### src/ccc_map.svh
// Timing figures, counter widths and reset values of the constant-current chopper
// Notes on behaviour
// - Phases loop Charge, Fast Decay, Slow Decay, then Charge again, continuously.
// - One chopping period is 16 oscillator ticks; phase changes happen inside it.
// - Charge drives the winding until the peak comparator trips, then Fast Decay.
// - Fast Decay ends on the decay-switch comparator; Slow Decay holds to period end.
// - Every gate change passes a 400 ns interval with all transistors off, except the first pattern after a standby clears a fault.
// - The peak comparator is ignored for 1.25 us after Charge begins.
// - The decay comparator is ignored for 2.2 us after entering decay.
// - Charge not finished at period end carries on into the next period.
// - Fast Decay not finished at period end carries on into the next period.
// - Overcurrent turns all transistors off until power cycle or standby entry.
`ifndef CCC_MAP_SVH
`define CCC_MAP_SVH

// System clock
`define CCC_CLK_NS          10
// Chopping oscillator, fixed internal rate
`define CCC_OSC_KHZ         920
`define CCC_OSC_DIV_CYC     (1000000 / (`CCC_OSC_KHZ * `CCC_CLK_NS))
// Ticks per chopping period
`define CCC_TICKS_PER_CHOP  16
// Dead interval between gate patterns
`define CCC_DEAD_NS         400
`define CCC_DEAD_CYC        ((`CCC_DEAD_NS + `CCC_CLK_NS - 1) / `CCC_CLK_NS)
// Digital blanking windows
`define CCC_PEAK_BLANK_NS   1250
`define CCC_PEAK_BLANK_CYC  ((`CCC_PEAK_BLANK_NS + `CCC_CLK_NS - 1) / `CCC_CLK_NS)
`define CCC_DECAY_BLANK_NS  2200
`define CCC_DECAY_BLANK_CYC ((`CCC_DECAY_BLANK_NS + `CCC_CLK_NS - 1) / `CCC_CLK_NS)
// Counter widths
`define CCC_DIV_W           8
`define CCC_TICK_W          4
`define CCC_DEAD_W          6
`define CCC_BLANK_W         8
// Reset values
`define CCC_GATE_RST        4'h0
`define CCC_FAULT_RST       1'b0

`endif

### src/ccc_pkg.sv
// Types shared by the constant-current chopper
`default_nettype none
package ccc_pkg;

   typedef enum logic [1:0] {
      CCC_CHARGE,
      CCC_FAST,
      CCC_SLOW,
      CCC_IDLE
   } ccc_phase_t;

   // Gate drives of one H-bridge channel
   typedef struct packed {
      logic hs_pos;
      logic ls_pos;
      logic hs_neg;
      logic ls_neg;
   } ccc_gate_t;

endpackage : ccc_pkg
`default_nettype wire

### src/ccc_chopper.sv
// Constant-current chopping sequencer for one motor bridge channel
`include "ccc_map.svh"
`default_nettype none

// Three-stage synchroniser; output follows once stages two and three agree
module ccc_sync (
   // Clock and reset
   input  wire logic clock_i,
   input  wire logic rst_n_i,
   // Asynchronous level in, clean level out
   input  wire logic async_i,
   output var  logic level_o
);
   logic s1;
   logic s2;
   logic s3;

   always_ff @(posedge clock_i or negedge rst_n_i) begin
      if (!rst_n_i) begin
         s1 <= 1'b0;
         s2 <= 1'b0;
         s3 <= 1'b0;
      end else begin
         s1 <= async_i;
         s2 <= s1;
         s3 <= s2;
      end
   end

   always_ff @(posedge clock_i or negedge rst_n_i) begin
      if (!rst_n_i) begin
         level_o <= 1'b0;
      end else if (s2 == s3) begin
         level_o <= s3;
      end
   end
endmodule : ccc_sync

module ccc_chopper (
   // Clock and reset
   input  wire logic                clock_i,
   input  wire logic                rst_n_i,
   // Analog comparators and protection
   input  wire logic                peak_current_threshold_i,
   input  wire logic                decay_switch_threshold_i,
   input  wire logic                overcurrent_fault_i,
   input  wire logic                standby_i,
   // Bridge gate drives and status
   output var  ccc_pkg::ccc_gate_t  gate_o,
   output var  ccc_pkg::ccc_phase_t phase_o,
   output var  logic                fault_o,
   output var  logic                period_start_o
);
   import ccc_pkg::*;

   localparam logic [`CCC_DIV_W-1:0]   DIV_LAST    = `CCC_DIV_W'(`CCC_OSC_DIV_CYC - 1);
   localparam logic [`CCC_TICK_W-1:0]  TICK_LAST   = `CCC_TICK_W'(`CCC_TICKS_PER_CHOP - 1);
   localparam logic [`CCC_DEAD_W-1:0]  DEAD_LOAD   = `CCC_DEAD_W'(`CCC_DEAD_CYC);
   localparam logic [`CCC_BLANK_W-1:0] PEAK_BLANK  = `CCC_BLANK_W'(`CCC_PEAK_BLANK_CYC);
   localparam logic [`CCC_BLANK_W-1:0] DECAY_BLANK = `CCC_BLANK_W'(`CCC_DECAY_BLANK_CYC);
   localparam ccc_gate_t               GATE_OFF    = `CCC_GATE_RST;
   localparam ccc_gate_t               GATE_CHARGE = 4'h9;
   localparam ccc_gate_t               GATE_FAST   = 4'h6;
   localparam ccc_gate_t               GATE_SLOW   = 4'h5;

   logic                    peak_hit;
   logic                    decay_hit;
   logic                    fault_in;
   logic                    standby_in;
   logic [`CCC_DIV_W-1:0]   div_cnt;
   logic [`CCC_TICK_W-1:0]  tick_cnt;
   logic [`CCC_DEAD_W-1:0]  dead_cnt;
   logic [`CCC_BLANK_W-1:0] blank_cnt;
   ccc_phase_t              state;
   ccc_phase_t              next_state;
   ccc_gate_t               target;
   logic                    fault;

   // Comparator and pin synchronisers
   ccc_sync u_sync_peak (
      .clock_i (clock_i),
      .rst_n_i (rst_n_i),
      .async_i (peak_current_threshold_i),
      .level_o (peak_hit)
   );
   ccc_sync u_sync_decay (
      .clock_i (clock_i),
      .rst_n_i (rst_n_i),
      .async_i (decay_switch_threshold_i),
      .level_o (decay_hit)
   );
   ccc_sync u_sync_fault (
      .clock_i (clock_i),
      .rst_n_i (rst_n_i),
      .async_i (overcurrent_fault_i),
      .level_o (fault_in)
   );
   ccc_sync u_sync_stby (
      .clock_i (clock_i),
      .rst_n_i (rst_n_i),
      .async_i (standby_i),
      .level_o (standby_in)
   );

   // Oscillator tick and chopping period
   wire osc_tick     = (div_cnt == DIV_LAST);
   wire period_start = osc_tick && (tick_cnt == TICK_LAST);

   always_ff @(posedge clock_i or negedge rst_n_i) begin
      if (!rst_n_i) begin
         div_cnt <= '0;
      end else begin
         div_cnt <= osc_tick ? '0 : div_cnt + 1'b1;
      end
   end

   always_ff @(posedge clock_i or negedge rst_n_i) begin
      if (!rst_n_i) begin
         tick_cnt <= '0;
      end else if (osc_tick) begin
         tick_cnt <= tick_cnt + 1'b1;
      end
   end

   always_ff @(posedge clock_i or negedge rst_n_i) begin
      if (!rst_n_i) begin
         period_start_o <= 1'b0;
      end else begin
         period_start_o <= period_start;
      end
   end

   // Fault latch; new faults win over a standby clear
   always_ff @(posedge clock_i or negedge rst_n_i) begin
      if (!rst_n_i) begin
         fault <= `CCC_FAULT_RST;
      end else if (fault_in) begin
         fault <= 1'b1;
      end else if (standby_in) begin
         fault <= 1'b0;
      end
   end

   assign fault_o = fault;

   // Blanking windows measured from phase entry
   wire entering    = (next_state != state);
   wire peak_armed  = (blank_cnt >= PEAK_BLANK);
   wire decay_armed = (blank_cnt >= DECAY_BLANK);

   always_ff @(posedge clock_i or negedge rst_n_i) begin
      if (!rst_n_i) begin
         blank_cnt <= '0;
      end else if (entering) begin
         blank_cnt <= '0;
      end else if (!decay_armed) begin
         blank_cnt <= blank_cnt + 1'b1;
      end
   end

   // Phase sequencer
   always_comb begin
      next_state = state;
      case (state)
         CCC_CHARGE: begin
            if (peak_hit && peak_armed) begin
               next_state = CCC_FAST;
            end
         end
         CCC_FAST: begin
            if (decay_hit && decay_armed) begin
               next_state = CCC_SLOW;
            end
         end
         CCC_SLOW: begin
            if (period_start) begin
               next_state = CCC_CHARGE;
            end
         end
         CCC_IDLE: begin
            if (period_start) begin
               next_state = CCC_CHARGE;
            end
         end
         default: begin
            next_state = CCC_IDLE;
         end
      endcase
      // Charge and Fast Decay simply carry over a period boundary
      if (fault || fault_in || standby_in) begin
         next_state = CCC_IDLE;
      end
   end

   always_ff @(posedge clock_i or negedge rst_n_i) begin
      if (!rst_n_i) begin
         state <= CCC_IDLE;
      end else begin
         state <= next_state;
      end
   end

   assign phase_o = state;

   // Gate pattern of each phase
   always_comb begin
      case (state)
         CCC_CHARGE: target = GATE_CHARGE;
         CCC_FAST:   target = GATE_FAST;
         CCC_SLOW:   target = GATE_SLOW;
         default:    target = GATE_OFF;
      endcase
   end

   // All off first, then wait out the dead interval before the new pattern
   wire gate_off    = (gate_o == GATE_OFF);
   wire need_change = (target != gate_o);
   wire dead_done   = (dead_cnt == '0);

   always_ff @(posedge clock_i or negedge rst_n_i) begin
      if (!rst_n_i) begin
         dead_cnt <= '0;
      end else if (need_change && !gate_off) begin
         dead_cnt <= DEAD_LOAD;
      end else if (!dead_done) begin
         dead_cnt <= dead_cnt - 1'b1;
      end
   end

   always_ff @(posedge clock_i or negedge rst_n_i) begin
      if (!rst_n_i) begin
         gate_o <= GATE_OFF;
      end else if (fault || fault_in) begin
         gate_o <= GATE_OFF;
      end else if (need_change && !gate_off) begin
         gate_o <= GATE_OFF;
      end else if (need_change && dead_done) begin
         gate_o <= target;
      end
   end

endmodule : ccc_chopper
`default_nettype wire

### config.mk
export PLATFORM = sky130hd
export DESIGN_NAME = ccc_chopper
export DESIGN_NICKNAME = d
export VERILOG_FILES = /design/src/ccc_pkg.sv /design/src/ccc_chopper.sv
export VERILOG_INCLUDE_DIRS = /design/src
export SDC_FILE = /design/constraint.sdc
export NUM_CORES = 1
export LEC_CHECK = 0
export BUFFER_PORTS_ARGS = -buffer_cell sky130_fd_sc_hd__buf_2
export CAP_MARGIN = 25
export CORE_ASPECT_RATIO = 1.1
export CORE_UTILIZATION = 40
export CTS_CLUSTER_DIAMETER = 100
export DETAILED_ROUTE_END_ITERATION = 6
export GPL_TIMING_DRIVEN = 1
export PLACE_DENSITY = 0.64
export SETUP_SLACK_MARGIN = 0.15
export SYNTH_ARGS = -nofsm -noshare
export SYNTH_HDL_FRONTEND = slang
export SYNTH_HIERARCHICAL = 1
export SYNTH_SLANG_ARGS = --single-unit
export TNS_END_PERCENT = 50
### constraint.sdc
create_clock -name clock_i -period 3.05 [get_ports clock_i]
set_input_delay 0.61 -clock clock_i [delete_from_list [all_inputs] [get_ports clock_i]]
set_output_delay 0.61 -clock clock_i [all_outputs]
set_load 0.02 [all_outputs]
==> results of run 1 <==
## synth_stat cells, drive strengths merged
cell type	instances
dfrtp	48
nor2	20
a21oi	12
ha	12
nand2	12
nand3	12
inv	9
xnor2	9
xor2	7
nor3	5
nor4	5
maj3	4
mux2i	4
a211oi	3
nand4	3
or3	3
a211o	2
a21o	2
a311oi	2
dfstp	2
nand3b	2
nor2b	2
o21bai	2
or4b	2
a2111oi	1
a22o	1
a31oi	1
and3	1
mux2	1
nand2b	1
nand4b	1
nor3b	1
o21ai	1
o221ai	1
o22a	1
o2bb2ai	1
o31ai	1
## power groups by stage
stage          sequential, mW  combinational (mW)  clock [mW]
6_report                0.898               0.346       0.467
2_1_floorplan           0.879               0.283           0
3_3_place_gp            0.908               0.336           0
5_1_grt                 0.919               0.403       0.514
4_1_cts                 0.898               0.350       0.490
3_5_place_dp            0.911               0.349           0
## area by class of cell
| class | instances | area [µm²] |
|---|---|---|
| Tap cell | 75 | 93.8 |
| Multi-Input combinational cell | 138 | 985 |
| Sequential cell | 50 | 1250 |
| Timing Repair Buffer | 14 | 72.6 |
| Clock buffer | 6 | 82.6 |
| Clock inverter | 1 | 30.0 |
| Fill cell | 512 | 2880 |
| Inverter | 9 | 33.8 |
## per-stage QoR
stage	instance area (µm²)	cells	total power, mW	worst slack, ns
2_1_floorplan	2270	197	1.16	1.03
3_3_place_gp	2440	286	1.24	0.902
3_5_place_dp	2440	286	1.26	0.831
4_1_cts	2550	293	1.74	0.803
5_1_grt	2550	293	1.84	0.613
6_report	2550	293	1.71	0.812
## final timing paths
check | depth (start not counted) | from | endpoint | slack (ns)
max | 6 | phase_o[0] | gate_o[2] | 0.81
min reg2reg | 0 | u_sync_peak/s1 | u_sync_peak/s2 | 0.35
max reg2reg | 6 | phase_o[0] | gate_o[2] | 0.81
min in group asynchronous | 2 | rst_n_i | gate_o[2] | 0.40
max in group asynchronous | 2 | rst_n_i | tick_cnt[1] | 2.24
min | 0 | u_sync_peak/s1 | u_sync_peak/s2 | 0.35
## critical path: stages (launching register included)
cell and delay, ns:
dfstp_2 0.60, inv_1 0.09, ha_1 0.29, o21bai_1 0.25, xor2_1 0.12, a21oi_1 0.63, nor4_1 0.11
## sequential cells by signal, summed over array words and instances, names as in the netlist, 2 cells and up
| register | count |
|---|---|
| phase_o | 2 |
| tick_cnt | 4 |
| div_cnt | 8 |
| dead_cnt | 6 |
| blank_cnt | 8 |
| gate_o | 4 |
## metal layers
layer,global-route usage [%],part of all wire (%)
met5,0,0
met2,21.3,47
met4,5.77,1.7
met1,18.5,48
met3,4.09,3.8
## cells by family (layout without fill, tap and decap cells)
family	count (synthesis)	in the layout
adders and majority gates	16	16
and+or+nand+nor	70	70
DFF	50	50
muxes	5	5
buffers and inverters	9	30
xor gates and xnor gates	16	16
AOI/OAI and AO/OA	31	31
==> reports/qor.yml, run 1 <==
run_status:
  outcome: "finished, final reports clean"
final_layout:
  drive_gt1_share_pct: 15.1
  post-route-util_pct: 47.0
  areaGrowthSynthToFinish_pct: 12.3
  diodes: 0
  final_nets: 236
  mostFrequentLayoutCells: "dfrtp_1 (48), nor2_1 (19), buf_2 (13)"
  mostFrequentLayoutCell: "dfrtp_1"
yosys:
  yosysSeqAreaShare_pct: 55.2
  synth-compound-area-share_pct: 10.1
  synthDistinctLibCells: 42
  yosys.area.top_type: "dfrtp_1"
  ys_top_cells_by_area: "dfrtp_1 (53%), ha_1 (6.6%), xnor2_1 (3.5%), nor2_1 (3.1%), xor2_1 (2.7%)"
  synthesis.area_um2: 2270
  synth_top_family_by_area: "simple AND/OR/NAND/NOR gates"
  synth_top_area_share_pct: 52.9
  synth_fa_ha_area_share_pct: 8.59
  synth_mux_area_share_pct: 2.26
  syn_nets: 215
  yosys_warnings: 6
  netlist_instances: 197
  postSynthAreaPerCell_um2: 11.5
  yosys.area_share.simple_pct: 16.2
  synth-xor-area-share_pct: 6.17
  ys_ff_latch: 50
clocking:
  clk_pin_slew_ns: 0.09
  cts_max_level: 2
  cts_buffer_depth: 2
  hold_buffers: 0
  cts_resized: 0
  post_cts_buffers: 0
  clockRootBuffer: "clkbuf_8"
  cts_made_buffers: 5
  cts.sinks: 50
  clock_latency_ns: 0.30
  cts_tree: "done"
power:
  leakage_nw: 1.17
  irDropWorstVdd_uv: 298
  seqPwrFrac_pct: 52.5
  p_int_mw: 1.20
  power.switching_mw: 0.513
  p_per_area_nw_per_um2: 671
  switching_share_pct: 30.0
  combPwrFrac_pct: 20.2
  p_clk_share_pct: 27.3
drt:
  wl_per_cell_um: 12.3
  vias_per_cell: 5.17
  drc: 0
  wirelength_um: 3620
  via_count: 1514
  postRouteAntennaNets: 0
  first_pass_iters: 4
  drt-initial-drc-count: 99
grt:
  grt_antenna_before_repair: 0
  grt_overflow: 0
  grtUsageTotal_pct: 13.9
  grt_pass1_vias: 1373
  grt_max_degree: 51
  grt_pass1_wl_um: 6220
setup_path:
  cp.required_ns: 3.21
  worstSetupEndpointType: "flop"
  crit_type: "flop to flop"
  cp_max_fo: 10
  critical_path_arrival_ns: 2.40
  cp-start-kind: "flop"
die:
  core-area_um2: 5430
  die_y_um: 81.0
  dieArea_um2: 5990
  ios: 14
  initial_core_util_pct: 41.8
  fp.dieW_um: 73.9
  fp-row-count: 28
timing:
  maxSlewViolCount: 0
  rsz0062_at_grt: "false"
  hold_viol_final: 0
  fin_skew_ns: 0.00518
  finalSetupTns_ns: 0
  period_share_pct: 73.4
  period_needed_ns: 2.24
  timing.hold.ws_ns: 0.353
  tightest_slew_ns: 0.755
  slew_headroom_pct: 49.7
  fmax_mhz: 447
  setup_viol: 0
job:
  maxCapViolCount: 0
placed_design:
  place_congestion: 0.791
  dp_hpwl_um: 2490
  io_buffers: 13
min_path:
  min_path_type: "flop to flop"
Power figures use the tool's default switching activity.
==> run 2: changes to the inputs <==
- clock period: 3.05 -> 2.1 ns (I/O delays scaled with it)
==> run 2 against run 1 <==
Effect of this change:
- sequential power is 45% higher
- final area is 7.5% higher
- sequential share of layout area is 3.4 points lower
- maximum frequency is 18% higher
- final cell count is 3.1% higher
- critical path depth unchanged
- worst hold slack got worse by 0.29 ns
- worst setup slack worse by 0.60 ns
==> reports/qor.yml, run 2 (synthesis gave the netlist of run 1 again) <==
clocking:
  cts.sinks: 50
  hold_buffers: 0
  cts_tree: "done"
  cts_made_buffers: 5
  clk_pin_slew_ns: 0.10
  clockRootBuffer: "clkbuf_8"
  cts_max_level: 2
  clock_latency_ns: 0.30
  cts_buffer_depth: 2
grt:
  grt_max_degree: 31
  grt_pass1_wl_um: 6420
  grt_antenna_before_repair: 0
  grtUsageTotal_pct: 14.0
  grt_overflow: 0
  grt_pass1_vias: 1359
final_layout:
  mostFrequentLayoutCell: "dfrtp_1"
  final_cells: 302
  diodes: 0
  mostFrequentLayoutCells: "dfrtp_1 (48), nor2_1 (19), buf_2 (13)"
  areaGrowthSynthToFinish_pct: 20.7
  drive_gt1_share_pct: 23.3
  final_nets: 244
  post-route-util_pct: 50.5
  biggestRegsByFlops: "blank_cnt: 8 flops, div_cnt: 8 flops, dead_cnt: 6 flops"
  stdcell_area_um2: 2740
timing:
  fin_skew_ns: 0.00599
  slew_headroom_pct: 67.1
  maxSlewViolCount: 0
  finalSetupTns_ns: 0
  period_needed_ns: 1.89
  hold_viol_final: 0
  fmax_mhz: 529
  period_share_pct: 90.0
  tightest_slew_ns: 0.489
  rsz0062_at_grt: "false"
  timing.hold.ws_ns: 0.0672
  layout_setup_ws_ns: 0.209
  setup_viol: 0
placed_design:
  post-place-cells: 290
  placed_area_um2: 2500
  place_congestion: 0.837
  place_ws_ns: 0.0488
  dp_hpwl_um: 2600
  io_buffers: 13
job:
  maxCapViolCount: 0
drt:
  postRouteAntennaNets: 0
  wl_met1_um: 2030
  wirelength_um: 4030
  wl_met2_um: 1790
  vias_per_cell: 5.11
  wl_met3_um: 140
  drc: 0
  via_count: 1542
  wl_per_cell_um: 13.3
  first_pass_iters: 4
  top_layer: "met4"
  drt-initial-drc-count: 82
power:
  p_per_area_nw_per_um2: 925
  leakage_nw: 1.21
  irDropWorstVdd_uv: 443
  total_power_mw: 2.54
setup_path:
  cp.required_ns: 2.29
  cp_max_fo: 10
  cp-start-kind: "flop"
  cp-startpoint: "phase_o[0]"
  critical_path_arrival_ns: 2.08
  r2r_start: "phase_o[0]"
  crit_type: "flop to flop"
  worstSetupEndpointType: "flop"
die:
  initial_core_util_pct: 41.8
  core-area_um2: 5430
  dieArea_um2: 5990
  fp-row-count: 28
  fp.dieW_um: 73.9
  ios: 14
  die_y_um: 81.0
run_status:
  outcome: "finished, final reports clean"
min_path:
  min_path_type: "input port to asynchronous set/reset pin"
[run 2: changes by cell type in the layout (fill, tap and decap cells not counted), moves of 2 or more]
cell,before,now
a21oi_1,12,10
a21oi_4,0,2
buf_4,1,7
ha_1,12,10
ha_4,0,2
inv_6,0,2
[run 2: what timing repair did]
item / in CTS / in global routing
gates resized for setup: 5 / 11
buffers inserted: 0 / 4
endpoints found under the hold margin: 0 / 0
pin swaps: 2 / 6
setup endpoints to repair: 18 / 15
[run 2: report_power, final]
part           internal, mW  leakage [nW]  total, mW  switching, mW
logic                 0.246         0.540      0.533          0.287
clock network         0.364        0.0591      0.700          0.337
registers              1.13         0.610       1.30          0.177
[run 2: worst paths after layout]
kind,end,slack (ns),cells past startpoint
worst max-delay path,dead_cnt[5],0.21,6
worst min-delay path,blank_cnt[6],0.07,1
worst max register to register,dead_cnt[5],0.21,6
worst min register to register,u_sync_decay/s2,0.36,0
max in group asynchronous,phase_o[0],1.43,2
min in group clock_i,u_sync_fault/s1,0.22,1
[run 2: worst max-delay path, stage by stage (launching register included)]
cell and delay [ns]:
dfstp_2 0.58, inv_1 0.11, ha_1 0.26, o21bai_4 0.20, xor2_4 0.24, a21oi_4 0.14, a211o_1 0.25
[run 2: layout make-up]
| cell class | instances | area, µm² |
|---|---|---|
| sequential | 50 | 1250 |
| timing repair buffer | 22 | 149 |
| clock buffer | 5 | 68.8 |
| tap | 75 | 93.8 |
| inverter | 9 | 33.8 |
| fill | 494 | 2690 |
| clock inverter | 3 | 47.5 |
| multi-input combinational | 138 | 1100 |
[run 2: per-layer routing]
layer	global-route usage (%)	up-vias
met5	0	-
met4	5.96	0
met3	3.47	6
met2	20.2	30
met1	20.1	746
li1	-	760
